### config.mk
export PLATFORM = sky130hd
export DESIGN_NAME = ssi_top
export DESIGN_NICKNAME = d
export VERILOG_FILES = /design/src/hw/ssi_pkg.sv /design/src/hw/ssi_top.sv /design/src/hw/ssi_blink.sv /design/src/hw/ssi_port_led.sv
export SDC_FILE = /design/constraint.sdc
export NUM_CORES = 1
export LEC_CHECK = 0
export BUFFER_PORTS_ARGS = -buffer_cell sky130_fd_sc_hd__buf_2
export CAP_MARGIN = 40
export CORE_MARGIN = 2
export CORE_UTILIZATION = 45
export DETAILED_ROUTE_END_ITERATION = 10
export GPL_ROUTABILITY_DRIVEN = 0
export GPL_TIMING_DRIVEN = 1
export PLACE_DENSITY = 0.74
export SLEW_MARGIN = 5
export SYNTH_ARGS = -nofsm -noshare
export SYNTH_HDL_FRONTEND = slang
export SYNTH_HIERARCHICAL = 1
export SYNTH_SLANG_ARGS = --single-unit
export TNS_END_PERCENT = 5
### constraint.sdc
create_clock -name clk -period 2.15 [get_ports clk]
set_input_delay 0.1075 -clock clk [delete_from_list [all_inputs] [get_ports clk]]
set_output_delay 0.1075 -clock clk [all_outputs]
set_load 0.03 [all_outputs]
### src/hw/ssi_pkg.sv
// Shared constants and types of the switch status indicator block
package ssi_pkg;

  ////////////////////////////////////////////////////////////////////////////
  // Clock and timing
  localparam int CLK_HZ = 10_000_000;
  localparam int BLINK_BASE_HZ = 24;
  localparam int BLINK_DIV_CYCLES = CLK_HZ / BLINK_BASE_HZ;
  localparam int HALF_1HZ_TICKS = BLINK_BASE_HZ / 2;
  localparam int HALF_3HZ_TICKS = BLINK_BASE_HZ / 6;
  localparam int HALF_4HZ_TICKS = BLINK_BASE_HZ / 8;
  localparam int MODE_TIMEOUT_S = 60;
  localparam int MODE_TIMEOUT_TICKS = MODE_TIMEOUT_S * BLINK_BASE_HZ;
  localparam int PLUG_SETTLE_CYCLES = 4;

  ////////////////////////////////////////////////////////////////////////////
  // Register map, byte addresses
  localparam logic [11:0] REG_STATUS = 12'h000;
  localparam logic [11:0] REG_PORT_MON = 12'h004;
  localparam logic [11:0] REG_SUP_MON = 12'h008;
  localparam logic [11:0] REG_PLUG_CTRL = 12'h00c;
  localparam logic [11:0] REG_PLUG_ERR = 12'h010;

  // Field positions
  localparam int ST_MODE_LSB = 0;
  localparam int ST_FAULT_BIT = 4;
  localparam int ST_PRESENT_BIT = 5;
  localparam int ST_INTMEM_BIT = 6;
  localparam int ST_PLUG_LSB = 8;
  localparam int CTRL_CHANGED_BIT = 0;
  localparam int ERR_INCOMPAT_BIT = 0;
  localparam int ERR_REMOVED_BIT = 1;
  localparam int ERR_MALF_BIT = 2;

  // Reset values
  localparam logic [1:0] SUP_MON_RESET = 2'h0;
  localparam logic [2:0] PLUG_ERR_RESET = 3'h0;

  ////////////////////////////////////////////////////////////////////////////
  // Indicator colours
  typedef logic [1:0] ssi_color_t;
  localparam ssi_color_t COL_OFF = 2'h0;
  localparam ssi_color_t COL_GREEN = 2'h1;
  localparam ssi_color_t COL_YELLOW = 2'h2;
  localparam ssi_color_t COL_ORANGE = 2'h3;

  // Port speed codes
  localparam logic [1:0] SPEED_10 = 2'h0;
  localparam logic [1:0] SPEED_100 = 2'h1;
  localparam logic [1:0] SPEED_1000 = 2'h2;

  // Display modes
  typedef enum logic [3:0] {
    MODE_A = 4'h1,
    MODE_B = 4'h2,
    MODE_C = 4'h4,
    MODE_D = 4'h8
  } ssi_mode_t;

  // Configuration plug states
  typedef enum logic [6:0] {
    PL_START = 7'h01,
    PL_NONE = 7'h02,
    PL_STORE = 7'h04,
    PL_LOAD = 7'h08,
    PL_ACCEPT = 7'h10,
    PL_REFUSE = 7'h20,
    PL_FAULT = 7'h40
  } ssi_plug_t;

  // Status of one switch port, from the switch core
  typedef struct packed {
    logic link;
    logic blocking;
    logic disabled;
    logic mirror;
    logic rx_act;
    logic tx_act;
    logic optical_gig;
    logic [1:0] speed;
    logic full_duplex;
    logic autoneg;
    logic [1:0] cfg_speed;
  } ssi_port_stat_t;

  // Common blink waves
  typedef struct packed {
    logic w1;
    logic w3;
    logic w4;
  } ssi_blink_t;

endpackage

### src/hw/ssi_top.sv
// Switch status indicator: LEDs, fault contact and configuration plug control
//
// How it works
// - Mode A: no link keeps port dark
// - Mode A: link and forwarding, steady green
// - Mode A: blocking port blinks green once/second
// - Mode A: disabled port blinks green thrice/second
// - Mode A: mirror destination blinks four/second
// - Mode A: receive activity shows yellow
// - Mode B: speed as dark, green, orange
// - Mode B: fixed speed shows configured speed
// - Mode B: autonegotiation and problem, dark
// - Mode C: half dark, full green
// - Mode D: dark port unmonitored, no fault
// - Mode D: green monitored, lost link faults
// - Modes A-C: supply green while good
// - Combined supply: dark, orange, green by count
// - Mode D: green supply monitored, loss faults
// - Mode D: dark supply unmonitored, no fault
// - Empty plug at startup gets whole configuration
// - Accepted plug receives runtime changes automatically
// - Plug inserted: internal memory untouched
// - Accepted written plug loaded at startup
// - Only compatible plug contents accepted
// - Plug problems flagged in status and fault
// - One idle minute returns to mode A
//
// Implementation choices: register access over APB and the address map.
`timescale 1ns/1ps
module ssi_top
  import ssi_pkg::*;
#(
  parameter int NPORT = 8,
  parameter int BLINK_DIV = BLINK_DIV_CYCLES,
  parameter logic [15:0] TIMEOUT_TICKS = 16'(MODE_TIMEOUT_TICKS)
)
(
  // Clock and reset
  input wire logic clk,
  input wire logic rst_b,
  // APB slave
  input wire logic [11:0] paddr,
  input wire logic psel,
  input wire logic penable,
  input wire logic pwrite,
  input wire logic [31:0] pwdata,
  output logic [31:0] prdata,
  output logic pready,
  output logic pslverr,
  // Front panel pins
  input wire logic mode_button,
  input wire logic [1:0] supply_good,
  // Port state from the switch core
  input wire ssi_port_stat_t [NPORT-1:0] port_stat,
  // Configuration plug
  input wire logic plug_present,
  input wire logic plug_blank,
  input wire logic plug_compat,
  input wire logic plug_xfer_done,
  input wire logic plug_xfer_err,
  output logic plug_store_req,
  output logic plug_load_req,
  output logic int_mem_allow,
  output logic plug_diag,
  // Indicators and signaling contact
  output ssi_color_t [NPORT-1:0] port_indicator,
  output logic supply_one_indicator,
  output logic supply_two_indicator,
  output ssi_color_t supply_indicator,
  output ssi_color_t view_select_indicator,
  output logic fault_contact
);

  typedef struct packed {
    logic btn_s1;
    logic btn_s2;
    logic btn_prev;
    logic [1:0] sup_s1;
    logic [1:0] sup_s2;
    logic plg_s1;
    logic plg_s2;
    ssi_mode_t mode;
    logic [15:0] to_cnt;
    ssi_plug_t pstate;
    logic [2:0] settle;
    logic store_pend;
    logic [2:0] err;
    logic [NPORT-1:0] port_mon;
    logic [1:0] sup_mon;
    logic fault;
    logic sup1;
    logic sup2;
    ssi_color_t supc;
    ssi_color_t viewc;
    logic [31:0] rdata;
    logic slverr;
  } ssi_top_state_t;

  ssi_top_state_t s;
  ssi_top_state_t next_s;

  logic tick;
  ssi_blink_t blink;
  logic [NPORT-1:0] link_vec;
  logic btn_edge;
  logic apb_setup;
  logic apb_write;
  logic addr_ok;

  ////////////////////////////////////////////////////////////////////////////
  // Shared blink rates
  ssi_blink #(
    .DIV(BLINK_DIV)
  ) u_blink (
    .clk,
    .rst_b,
    .tick,
    .blink
  );

  // One indicator per port
  for (genvar i = 0; i < NPORT; i++)
  begin : g_port
    ssi_port_led u_led (
      .clk,
      .rst_b,
      .mode(s.mode),
      .blink,
      .monitored(s.port_mon[i]),
      .stat(port_stat[i]),
      .color(port_indicator[i])
    );
  end

  ////////////////////////////////////////////////////////////////////////////
  // Bus decode
  always_comb
  begin
    for (int i = 0; i < NPORT; i++)
      link_vec[i] = port_stat[i].link;
  end

  assign btn_edge = s.btn_s2 & ~s.btn_prev;
  assign apb_setup = psel & ~penable;
  assign apb_write = psel & penable & pwrite;
  assign addr_ok = (paddr == REG_STATUS) || (paddr == REG_PORT_MON) ||
                   (paddr == REG_SUP_MON) || (paddr == REG_PLUG_CTRL) ||
                   (paddr == REG_PLUG_ERR);

  // Combined supply colour from a two-bit set
  function automatic ssi_color_t ssi_pair_col(input logic [1:0] v);
    case (v)
      2'h0: return COL_OFF;
      2'h3: return COL_GREEN;
      default: return COL_ORANGE;
    endcase
  endfunction

  ////////////////////////////////////////////////////////////////////////////
  // Next state
  always_comb
  begin
    next_s = s;

    // Pin synchronisers; first stage feeds only the second
    next_s.btn_s1 = mode_button;
    next_s.btn_s2 = s.btn_s1;
    next_s.btn_prev = s.btn_s2;
    next_s.sup_s1 = supply_good;
    next_s.sup_s2 = s.sup_s1;
    next_s.plg_s1 = plug_present;
    next_s.plg_s2 = s.plg_s1;

    // Button steps A-B-C-D; no debounce, the pin is assumed clean
    if (btn_edge)
    begin
      next_s.to_cnt = '0;
      case (s.mode)
        MODE_A: next_s.mode = MODE_B;
        MODE_B: next_s.mode = MODE_C;
        MODE_C: next_s.mode = MODE_D;
        default: next_s.mode = MODE_A;
      endcase
    end
    else if (tick && s.mode != MODE_A)
    begin
      if (s.to_cnt >= TIMEOUT_TICKS - 16'h0001)
      begin
        next_s.mode = MODE_A;
        next_s.to_cnt = '0;
      end
      else
        next_s.to_cnt = s.to_cnt + 16'h0001;
    end

    // Plug sequencing; removal is only legal powered off, so faults stick
    case (s.pstate)
      PL_START:
      begin
        if (s.settle == 3'(PLUG_SETTLE_CYCLES - 1))
        begin
          if (!s.plg_s2)
            next_s.pstate = PL_NONE;
          else if (plug_blank)
            next_s.pstate = PL_STORE;
          else if (plug_compat)
            next_s.pstate = PL_LOAD;
          else
          begin
            next_s.pstate = PL_REFUSE;
            next_s.err[ERR_INCOMPAT_BIT] = 1'b1;
          end
        end
        else
          next_s.settle = s.settle + 3'h1;
      end
      PL_NONE:
        next_s.pstate = PL_NONE;
      PL_STORE, PL_LOAD:
      begin
        if (!s.plg_s2)
        begin
          next_s.pstate = PL_FAULT;
          next_s.err[ERR_REMOVED_BIT] = 1'b1;
        end
        else if (plug_xfer_err)
        begin
          next_s.pstate = PL_FAULT;
          next_s.err[ERR_MALF_BIT] = 1'b1;
        end
        else if (plug_xfer_done)
          next_s.pstate = PL_ACCEPT;
      end
      PL_ACCEPT:
      begin
        if (!s.plg_s2)
        begin
          next_s.pstate = PL_FAULT;
          next_s.err[ERR_REMOVED_BIT] = 1'b1;
        end
        else if (plug_xfer_err)
        begin
          next_s.pstate = PL_FAULT;
          next_s.err[ERR_MALF_BIT] = 1'b1;
        end
        else if (s.store_pend)
        begin
          next_s.pstate = PL_STORE;
          next_s.store_pend = 1'b0;
        end
      end
      PL_REFUSE:
      begin
        if (!s.plg_s2)
        begin
          next_s.pstate = PL_FAULT;
          next_s.err[ERR_REMOVED_BIT] = 1'b1;
        end
      end
      PL_FAULT:
        next_s.pstate = PL_FAULT;
      default:
        next_s.pstate = PL_START;
    endcase

    // Register writes; hardware sets above win over clears here
    if (apb_write)
    begin
      case (paddr)
        REG_PORT_MON: next_s.port_mon = pwdata[NPORT-1:0];
        REG_SUP_MON: next_s.sup_mon = pwdata[1:0];
        REG_PLUG_CTRL:
        begin
          if (pwdata[CTRL_CHANGED_BIT])
            next_s.store_pend = 1'b1;
        end
        REG_PLUG_ERR: next_s.err = next_s.err & ~(pwdata[2:0] & ~(next_s.err ^ s.err));
        default: ;
      endcase
    end

    // Read data and error captured in the setup cycle
    if (apb_setup)
    begin
      next_s.rdata = '0;
      next_s.slverr = ~addr_ok;
      case (paddr)
        REG_STATUS:
        begin
          next_s.rdata[ST_MODE_LSB +: 4] = s.mode;
          next_s.rdata[ST_FAULT_BIT] = s.fault;
          next_s.rdata[ST_PRESENT_BIT] = s.plg_s2;
          next_s.rdata[ST_INTMEM_BIT] = int_mem_allow;
          next_s.rdata[ST_PLUG_LSB +: 7] = s.pstate;
        end
        REG_PORT_MON: next_s.rdata[NPORT-1:0] = s.port_mon;
        REG_SUP_MON: next_s.rdata[1:0] = s.sup_mon;
        REG_PLUG_ERR: next_s.rdata[2:0] = s.err;
        default: next_s.rdata = '0;
      endcase
    end

    // Signaling contact: monitored port without link, monitored supply lost, any plug error flag set
    next_s.fault = (|(s.port_mon & ~link_vec)) |
                   (|(s.sup_mon & ~s.sup_s2)) |
                   (|s.err);

    // Supply indicators
    if (s.mode == MODE_D)
    begin
      next_s.sup1 = s.sup_mon[0];
      next_s.sup2 = s.sup_mon[1];
      next_s.supc = ssi_pair_col(s.sup_mon);
    end
    else
    begin
      next_s.sup1 = s.sup_s2[0];
      next_s.sup2 = s.sup_s2[1];
      next_s.supc = ssi_pair_col(s.sup_s2);
    end

    // Mode indicator; D alternates yellow and orange
    case (s.mode)
      MODE_B: next_s.viewc = COL_GREEN;
      MODE_C: next_s.viewc = COL_ORANGE;
      MODE_D: next_s.viewc = blink.w1 ? COL_YELLOW : COL_ORANGE;
      default: next_s.viewc = COL_OFF;
    endcase
  end

  ////////////////////////////////////////////////////////////////////////////
  // State register
  always_ff @(posedge clk or negedge rst_b)
  begin
    if (!rst_b)
    begin
      s <= '0;
      s.mode <= MODE_A;
      s.pstate <= PL_START;
      s.err <= PLUG_ERR_RESET;
      s.sup_mon <= SUP_MON_RESET;
    end
    else
      s <= next_s;
  end

  ////////////////////////////////////////////////////////////////////////////
  // Outputs
  assign prdata = s.rdata;
  assign pready = 1'b1;
  assign pslverr = s.slverr;
  assign plug_store_req = (s.pstate == PL_STORE);
  assign plug_load_req = (s.pstate == PL_LOAD);
  assign int_mem_allow = (s.pstate == PL_NONE) && !s.plg_s2;
  assign plug_diag = |s.err;
  assign supply_one_indicator = s.sup1;
  assign supply_two_indicator = s.sup2;
  assign supply_indicator = s.supc;
  assign view_select_indicator = s.viewc;
  assign fault_contact = s.fault;

endmodule

### src/hw/ssi_blink.sv
// Free-running blink rate generator
`timescale 1ns/1ps
module ssi_blink
  import ssi_pkg::*;
#(
  parameter int DIV = BLINK_DIV_CYCLES
)
(
  // Clock and reset
  input wire logic clk,
  input wire logic rst_b,
  // Base tick and blink waves
  output logic tick,
  output ssi_blink_t blink
);

  localparam int CW = (DIV > 1) ? $clog2(DIV) : 1;

  typedef struct packed {
    logic [CW-1:0] cnt;
    logic tick;
    logic [3:0] c1;
    logic [3:0] c3;
    logic [3:0] c4;
    ssi_blink_t w;
  } ssi_blink_state_t;

  ssi_blink_state_t s;
  ssi_blink_state_t next_s;

  // Half-period step: returns wave and counter
  function automatic logic [4:0] ssi_step(input logic [3:0] c, input logic w,
                                          input logic [3:0] lim);
    if (c == lim)
      return {~w, 4'h0};
    else
      return {w, c + 4'h1};
  endfunction

  ////////////////////////////////////////////////////////////////////////////
  // One divider for every wave keeps all phases aligned
  always_comb
  begin
    next_s = s;
    next_s.tick = 1'b0;
    if (s.cnt == CW'(DIV - 1))
    begin
      next_s.cnt = '0;
      next_s.tick = 1'b1;
    end
    else
      next_s.cnt = s.cnt + 1'b1;
    if (s.tick)
    begin
      {next_s.w.w1, next_s.c1} = ssi_step(s.c1, s.w.w1, 4'(HALF_1HZ_TICKS - 1));
      {next_s.w.w3, next_s.c3} = ssi_step(s.c3, s.w.w3, 4'(HALF_3HZ_TICKS - 1));
      {next_s.w.w4, next_s.c4} = ssi_step(s.c4, s.w.w4, 4'(HALF_4HZ_TICKS - 1));
    end
  end

  // State register
  always_ff @(posedge clk or negedge rst_b)
  begin
    if (!rst_b)
      s <= '0;
    else
      s <= next_s;
  end

  assign tick = s.tick;
  assign blink = s.w;

endmodule

### src/hw/ssi_port_led.sv
// Colour of one port indicator for the active display mode
`timescale 1ns/1ps
module ssi_port_led
  import ssi_pkg::*;
(
  // Clock and reset
  input wire logic clk,
  input wire logic rst_b,
  // Display context
  input wire ssi_mode_t mode,
  input wire ssi_blink_t blink,
  input wire logic monitored,
  // Port state
  input wire ssi_port_stat_t stat,
  // Indicator
  output ssi_color_t color
);

  typedef struct packed {
    ssi_color_t color;
  } ssi_led_state_t;

  ssi_led_state_t s;
  ssi_led_state_t next_s;

  // Speed code to colour
  function automatic ssi_color_t ssi_speed_col(input logic [1:0] sp);
    case (sp)
      SPEED_100: return COL_GREEN;
      SPEED_1000: return COL_ORANGE;
      default: return COL_OFF;
    endcase
  endfunction

  ////////////////////////////////////////////////////////////////////////////
  // Mode A priorities: link, activity, mirror, disabled, blocking
  always_comb
  begin
    next_s = s;
    case (mode)
      MODE_A:
      begin
        if (!stat.link)
          next_s.color = COL_OFF;
        else if (stat.rx_act || (stat.optical_gig && stat.tx_act))
          next_s.color = COL_YELLOW;
        else if (stat.mirror)
          next_s.color = blink.w4 ? COL_GREEN : COL_OFF;
        else if (stat.disabled)
          next_s.color = blink.w3 ? COL_GREEN : COL_OFF;
        else if (stat.blocking)
          next_s.color = blink.w1 ? COL_GREEN : COL_OFF;
        else
          next_s.color = COL_GREEN;
      end
      MODE_B:
      begin
        if (stat.link)
          next_s.color = ssi_speed_col(stat.speed);
        else if (stat.autoneg)
          next_s.color = COL_OFF;
        else
          next_s.color = ssi_speed_col(stat.cfg_speed);
      end
      MODE_C:
        next_s.color = stat.full_duplex ? COL_GREEN : COL_OFF;
      MODE_D:
        next_s.color = monitored ? COL_GREEN : COL_OFF;
      default:
        next_s.color = COL_OFF;
    endcase
  end

  // State register
  always_ff @(posedge clk or negedge rst_b)
  begin
    if (!rst_b)
      s <= '0;
    else
      s <= next_s;
  end

  assign color = s.color;

endmodule

# Yosys cells after proc, flatten, opt, wreduce, memory -nomap -nowiden
# Cells that the tools add are included.
# word_totals
ff_bits	127
in_bits	161
output_inout_bits	61
# classes
add_sub_neg	6
n_lt_le_gt_ge	1
eq_ne	59
mux	150
n_bitwise	22
n_reduce_logical	41
# ops
op	count
2-bit two-way mux	55
7-bit two-way mux	11
2-bit case mux with 2 select lines	18
2-bit case mux with 4 select lines	9
7-bit case mux with 6 select lines	1
20-bit two-way mux	2
1-bit two-way mux	38
2-bit == test (second input constant)	18
2-bit by 1-bit == test with 1-bit output (second input constant)	16
12-bit by 4-bit == test with 1-bit output (second input constant)	2
4-bit two-way mux	5
19-bit by 1-bit adder with 19-bit output (second input constant)	1
19-bit == test (second input constant)	1
19-bit two-way mux	1
16-bit by 1-bit adder with 16-bit output (second input constant)	1
16-bit by 11-bit greater-or-equal comparator with 1-bit output (second input constant)	1
16-bit two-way mux	1
14-bit two-way mux	1
2-bit AND reduction	7
4-bit by 1-bit adder with 4-bit output (second input constant)	3
12-bit by 3-bit == test with 1-bit output (second input constant)	1
12-bit by 5-bit == test with 1-bit output (second input constant)	1
4-bit by 2-bit == test with 1-bit output (second input constant)	3
12-bit logical NOT	1
other kinds (43)	81

# Longest topological paths before layout
# logic_depth
depth_word	12
depth_mapped	6
depth_no_buf	6

# Cells and area by module
# The synthesis kept the hierarchy.
# by_module_without_submodules
mod	n_inst	cells_each	area_per_inst_um2
ssi_top	1	421	4156.5
ssi_blink	1	162	1689.1
ssi_port_led	8	25	210.2

# Worst setup path after synthesis
# No wires, ideal clock.
# synth_path
kind	register -> register
start	reg s[61] in the netlist's numbering
end	reg s (netlist bit prdata[6])
setup_ps	84
t_arrival_ps	2128
required_time_ps	2066
slack_ps	-62
path_stages_with_launch	5
cell_sequence	dfrtp_1 or3_4 nor4_1 a32oi_1 o21ai_0
# synth_between
elab_chain_len	3
# synth_rtl
element	line_no	source
start, declared	ssi_top.sv:99	ssi_top_state_t s;
start signal, assigned	ssi_top.sv:344	s <= next_s;
7-bit by 2-bit == test with 1-bit output	ssi_top.sv:354	assign int_mem_allow = (s.pstate == PL_NONE) && !s.plg_s2;
1-bit logical AND	ssi_top.sv:354	
net int_mem_allow	ssi_top.sv:63	output logic int_mem_allow,
4-bit case mux with 2 select lines	ssi_top.sv:287	case (paddr)
# The timed path passes the listed nets, and every way through them passes these cells.
# A chain may end at the register's enable or synchronous reset.

# Worst setup path after layout
# layout_path
start	reg s[62] in the netlist's numbering
end	out plug_load_req
# layout_between
elab_chain_len	1
# layout_rtl
element	line_no	source
7-bit by 4-bit == test with 1-bit output	ssi_top.sv:353	assign plug_load_req = (s.pstate == PL_LOAD);
end, declared	ssi_top.sv:62	output logic plug_load_req,
# No other way between the ends.

==> out/summary.md <==
- run status: complete, no violations
- clock sink total: 127
- worst hold-check path type: input port to register
- TritonCTS clock tree: done
- wire length of the first global-routing pass: 29700 um
- length of the first detailed-routing pass in iterations: 5
- fill cell instance count of the final layout: 1426
- sum of overflow across all layers after global routing: 0
- post-route setup slack: 0.0642 ns
- share of final-layout standard cells stronger than drive strength 1: 27.5%
- terminus of the critical flop-to-flop path: s[73]
- top cells by instance count after synthesis: sky130_fd_sc_hd__dfrtp_1, sky130_fd_sc_hd__nand2_1, sky130_fd_sc_hd__inv_1, sky130_fd_sc_hd__buf_4, sky130_fd_sc_hd__o21ai_0
- Die Span X: 133 um
- area of the mapped netlist: 7530 um^2
- post-synthesis share of cell area spent on and, or, nand and nor gates: 23.6%
- Total Routing Usage GR: 20.7%
- hold path startpoint: plug_blank
- initial core utilization: 45.7%
- IO Count: 222
- FMAX: 479 MHz
- largest fanout on the critical path: 5
- largest clock skew in the final design: 0.00738 ns
- clock slew at the register clock pins of the worst setup and hold paths: 0.05 ns
- CP endpoint: plug_load_req
- per-instance average area after synthesis: 9.61 um^2
- WP data arrival: 1.98 ns
- estimated wirelength of the detail-placed design: 13100 um
- multiplexer share of the synthesized area: 3.47%
- Post-synth top flop: sky130_fd_sc_hd__dfrtp_1
- maximum vdd drop: 0.604 mV
- reg-to-reg setup timing slack: 0.16 ns
- leading cell types by total area after synthesis: sky130_fd_sc_hd__dfrtp_1, sky130_fd_sc_hd__ha_1, sky130_fd_sc_hd__buf_4
- Post-Synth XOR/XNOR Area: 3.03%
- Layout Area Growth over Synthesis: 25.3%
- time the final worst path needs with I/O delays and setup: 2.09 ns
- DR vias: 6506
- nature of the critical path endpoint: output port
- startpoint of the most critical register-to-register path: s[64]
- Critical path origin: s[62]
- synthesized instance count: 783
- share of the yosys chip area belonging to registers: 42.3%
- max-capacitance violation count: 0
- Max Slew Vio Count: 0
- cell with the most instances after synthesis: sky130_fd_sc_hd__dfrtp_1
- fraction of synthesis flops using an asynchronous set or reset pin: 100%
- number of clock buffers inserted by TritonCTS: 17
- core area: 16500 um^2
- flip-flop and latch count after synthesis: 127
- startpoint kind of the worst setup timing path: register
- Post-Route WL: 18000 um
- worst setup path class: register to output port
- required time at the endpoint of the critical path: 2.04 ns
- Tightest Pin Transition: 0.596 ns
- compound-gate portion of the synthesized area: 15.3%
- count of cell types in the netlist: 75
- Synth area leader: sky130_fd_sc_hd__dfrtp_1
- number of buffers inserted by port buffering: 179
- routed len/inst: 14.9 um
- clk_lat worst skew: 0.41 ns
- share of the synthesized area in the top cell type: 41.6%
- number of flops mapped to enable cells by yosys: 0
- setup bufs post-CTS: 0
- leak pwr: 4.51 nW
- number of core rows: 47
- average via count per standard cell: 5.37
- Synth Area in Adders: 4.16%
- via count of the first global-routing pass: 6180
- Die Footprint: 17800 um^2
- maximum number of pins on one net before global-route repair: 53
- Setup Viol. Count Final: 0
- post-route fraction of the period consumed by the critical path: 97.0%
- power density relative to cell area: 743 nW/um^2
- length in cells of the worst reg-to-reg path: 6
- largest family of logic cells by synthesized area: simple AND/OR/NAND/NOR gates
- Post-route DRC: 0
- ANT nets after route: 0
- clock tree root driver cell: sky130_fd_sc_hd__clkbuf_16
- number of DRC violations after detailed-routing iteration 0: 392
- Fin. Hold Viols: 0
- initial antenna violation count: 1
- Slew Limit Headroom: 60.3%
- number of nets in the layout: 1167
- DP Worst Slack: 0.139 ns
- buffer levels on the longest clock path: 2
- unrepaired setup endpoints after global routing: no
- vertical extent of the die: 133 um
- depth of the CTS H-tree: 4
- yosys synthesis warning count: 6
- setup TNS after final layout: 0 ns
==> layer usage <==
metal	wire, um	up-vias	track usage, %
met4	338	0	6.68
met3	1000	31	4.83
met5	0	-	0
li1	-	3201	-
met2	8810	191	34.9
met1	7890	3083	26.4
==> repair_timing <==
| item | CTS | global route |
|---|---|---|
| hold endpoints to repair | 145 | 0 |
| resized for setup | 1 | 4 |
| hold buffers | 29 | 0 |
| setup endpoints to repair | 1 | 9 |
==> worst min-delay path by stage <==
stage                               endpoint  slack, ns  depth (start not counted)
global route                           s[50]       0.03                          3
CTS                 g_port[6].u_led/color[0]       0.02                          4
floorplan                      fault_contact      -0.19                          0
finish                                 s[50]       0.03                          3
global placement                  prdata[11]       0.05                          1
detailed placement                prdata[11]       0.05                          1
==> area by class of cell <==
type | count | area, um^2 | share of cell area (%)
tap | 220 | 275 | 2.92
sequential | 127 | 3180 | 33.7
clock inverter | 6 | 108 | 1.14
timing repair buffer | 229 | 1380 | 14.6
clock buffer | 23 | 488 | 5.17
inverter | 50 | 188 | 1.99
antenna | 1 | 2.50 | 0.0265
multi-input combinational | 556 | 3820 | 40.4
==> worst max-delay path: stages (launching register included) <==
cell,delay [ns]
sky130_fd_sc_hd__dfrtp_1,0.40
sky130_fd_sc_hd__or3_4,0.43
sky130_fd_sc_hd__or4_1,0.50
sky130_fd_sc_hd__inv_1,0.11
sky130_fd_sc_hd__buf_6,0.13
==> logic make-up after synthesis <==
logic type / Yosys count
simple gates: 294
compound gates: 169
flops: 127
buf+inv: 116
xor+xnor: 26
fa+ha+maj: 25
mux: 24
other cells: 2
==> registers in the layout (all words and copies together) (netlist names) <==
signal,count
s,48
u_blink/tick,1
supply_one_indicator,1
view_select_indicator,2
prdata,15
next_s,5
u_blink/s,31
pslverr,1
g_port.u_led/color,16
u_blink/blink,3
supply_indicator,2
supply_two_indicator,1
fault_contact,1
==> per-stage QoR <==
stage	util, %	power [W]	cell area, um^2	hold slack, ns	cells
floorplan	-	0.00366	7590	-0.188	799
global placement	51.8	0.00411	8530	0.0538	1153
detailed placement	51.8	0.00414	8530	0.0466	1153
CTS	57.2	0.00707	9420	0.0151	1211
global route	57.3	0.00732	9440	0.0298	1212
finish	57.3	0.00701	9440	0.0301	1212
==> layout by cell type (no fill, tap or decap), types with 6 or more instances in the layout <==
cell	count
sky130_fd_sc_hd__a211o_1	8
sky130_fd_sc_hd__a21oi_1	31
sky130_fd_sc_hd__a22o_1	8
sky130_fd_sc_hd__and3_1	7
sky130_fd_sc_hd__buf_2	177
sky130_fd_sc_hd__buf_4	20
sky130_fd_sc_hd__clkbuf_16	17
sky130_fd_sc_hd__conb_1	18
sky130_fd_sc_hd__dfrtp_1	125
sky130_fd_sc_hd__dlygate4sd3_1	29
sky130_fd_sc_hd__ha_1	25
sky130_fd_sc_hd__inv_1	50
sky130_fd_sc_hd__mux2_2	13
sky130_fd_sc_hd__mux2i_1	10
sky130_fd_sc_hd__nand2_1	59
sky130_fd_sc_hd__nand2b_1	18
sky130_fd_sc_hd__nand3_1	21
sky130_fd_sc_hd__nand3b_1	18
sky130_fd_sc_hd__nand4_1	13
sky130_fd_sc_hd__nor2_1	35
sky130_fd_sc_hd__nor2b_1	6
sky130_fd_sc_hd__nor2b_2	8
sky130_fd_sc_hd__nor3_1	23
sky130_fd_sc_hd__nor3b_1	14
sky130_fd_sc_hd__o21ai_0	39
sky130_fd_sc_hd__o21bai_1	9
sky130_fd_sc_hd__o22ai_1	13
sky130_fd_sc_hd__o311ai_1	8
sky130_fd_sc_hd__or3b_1	8
sky130_fd_sc_hd__or4_1	13
sky130_fd_sc_hd__or4b_1	8
sky130_fd_sc_hd__xnor2_1	14
sky130_fd_sc_hd__xor2_1	12
==> where the power goes <==
group	internal, W	switching [W]	total, W
combinational	0.000579	0.000940	0.00152
sequential	0.00256	0.0000684	0.00262
clock	0.00192	0.000949	0.00287
total	0.00506	0.00196	0.00701
(Power assumes the default switching activity.)
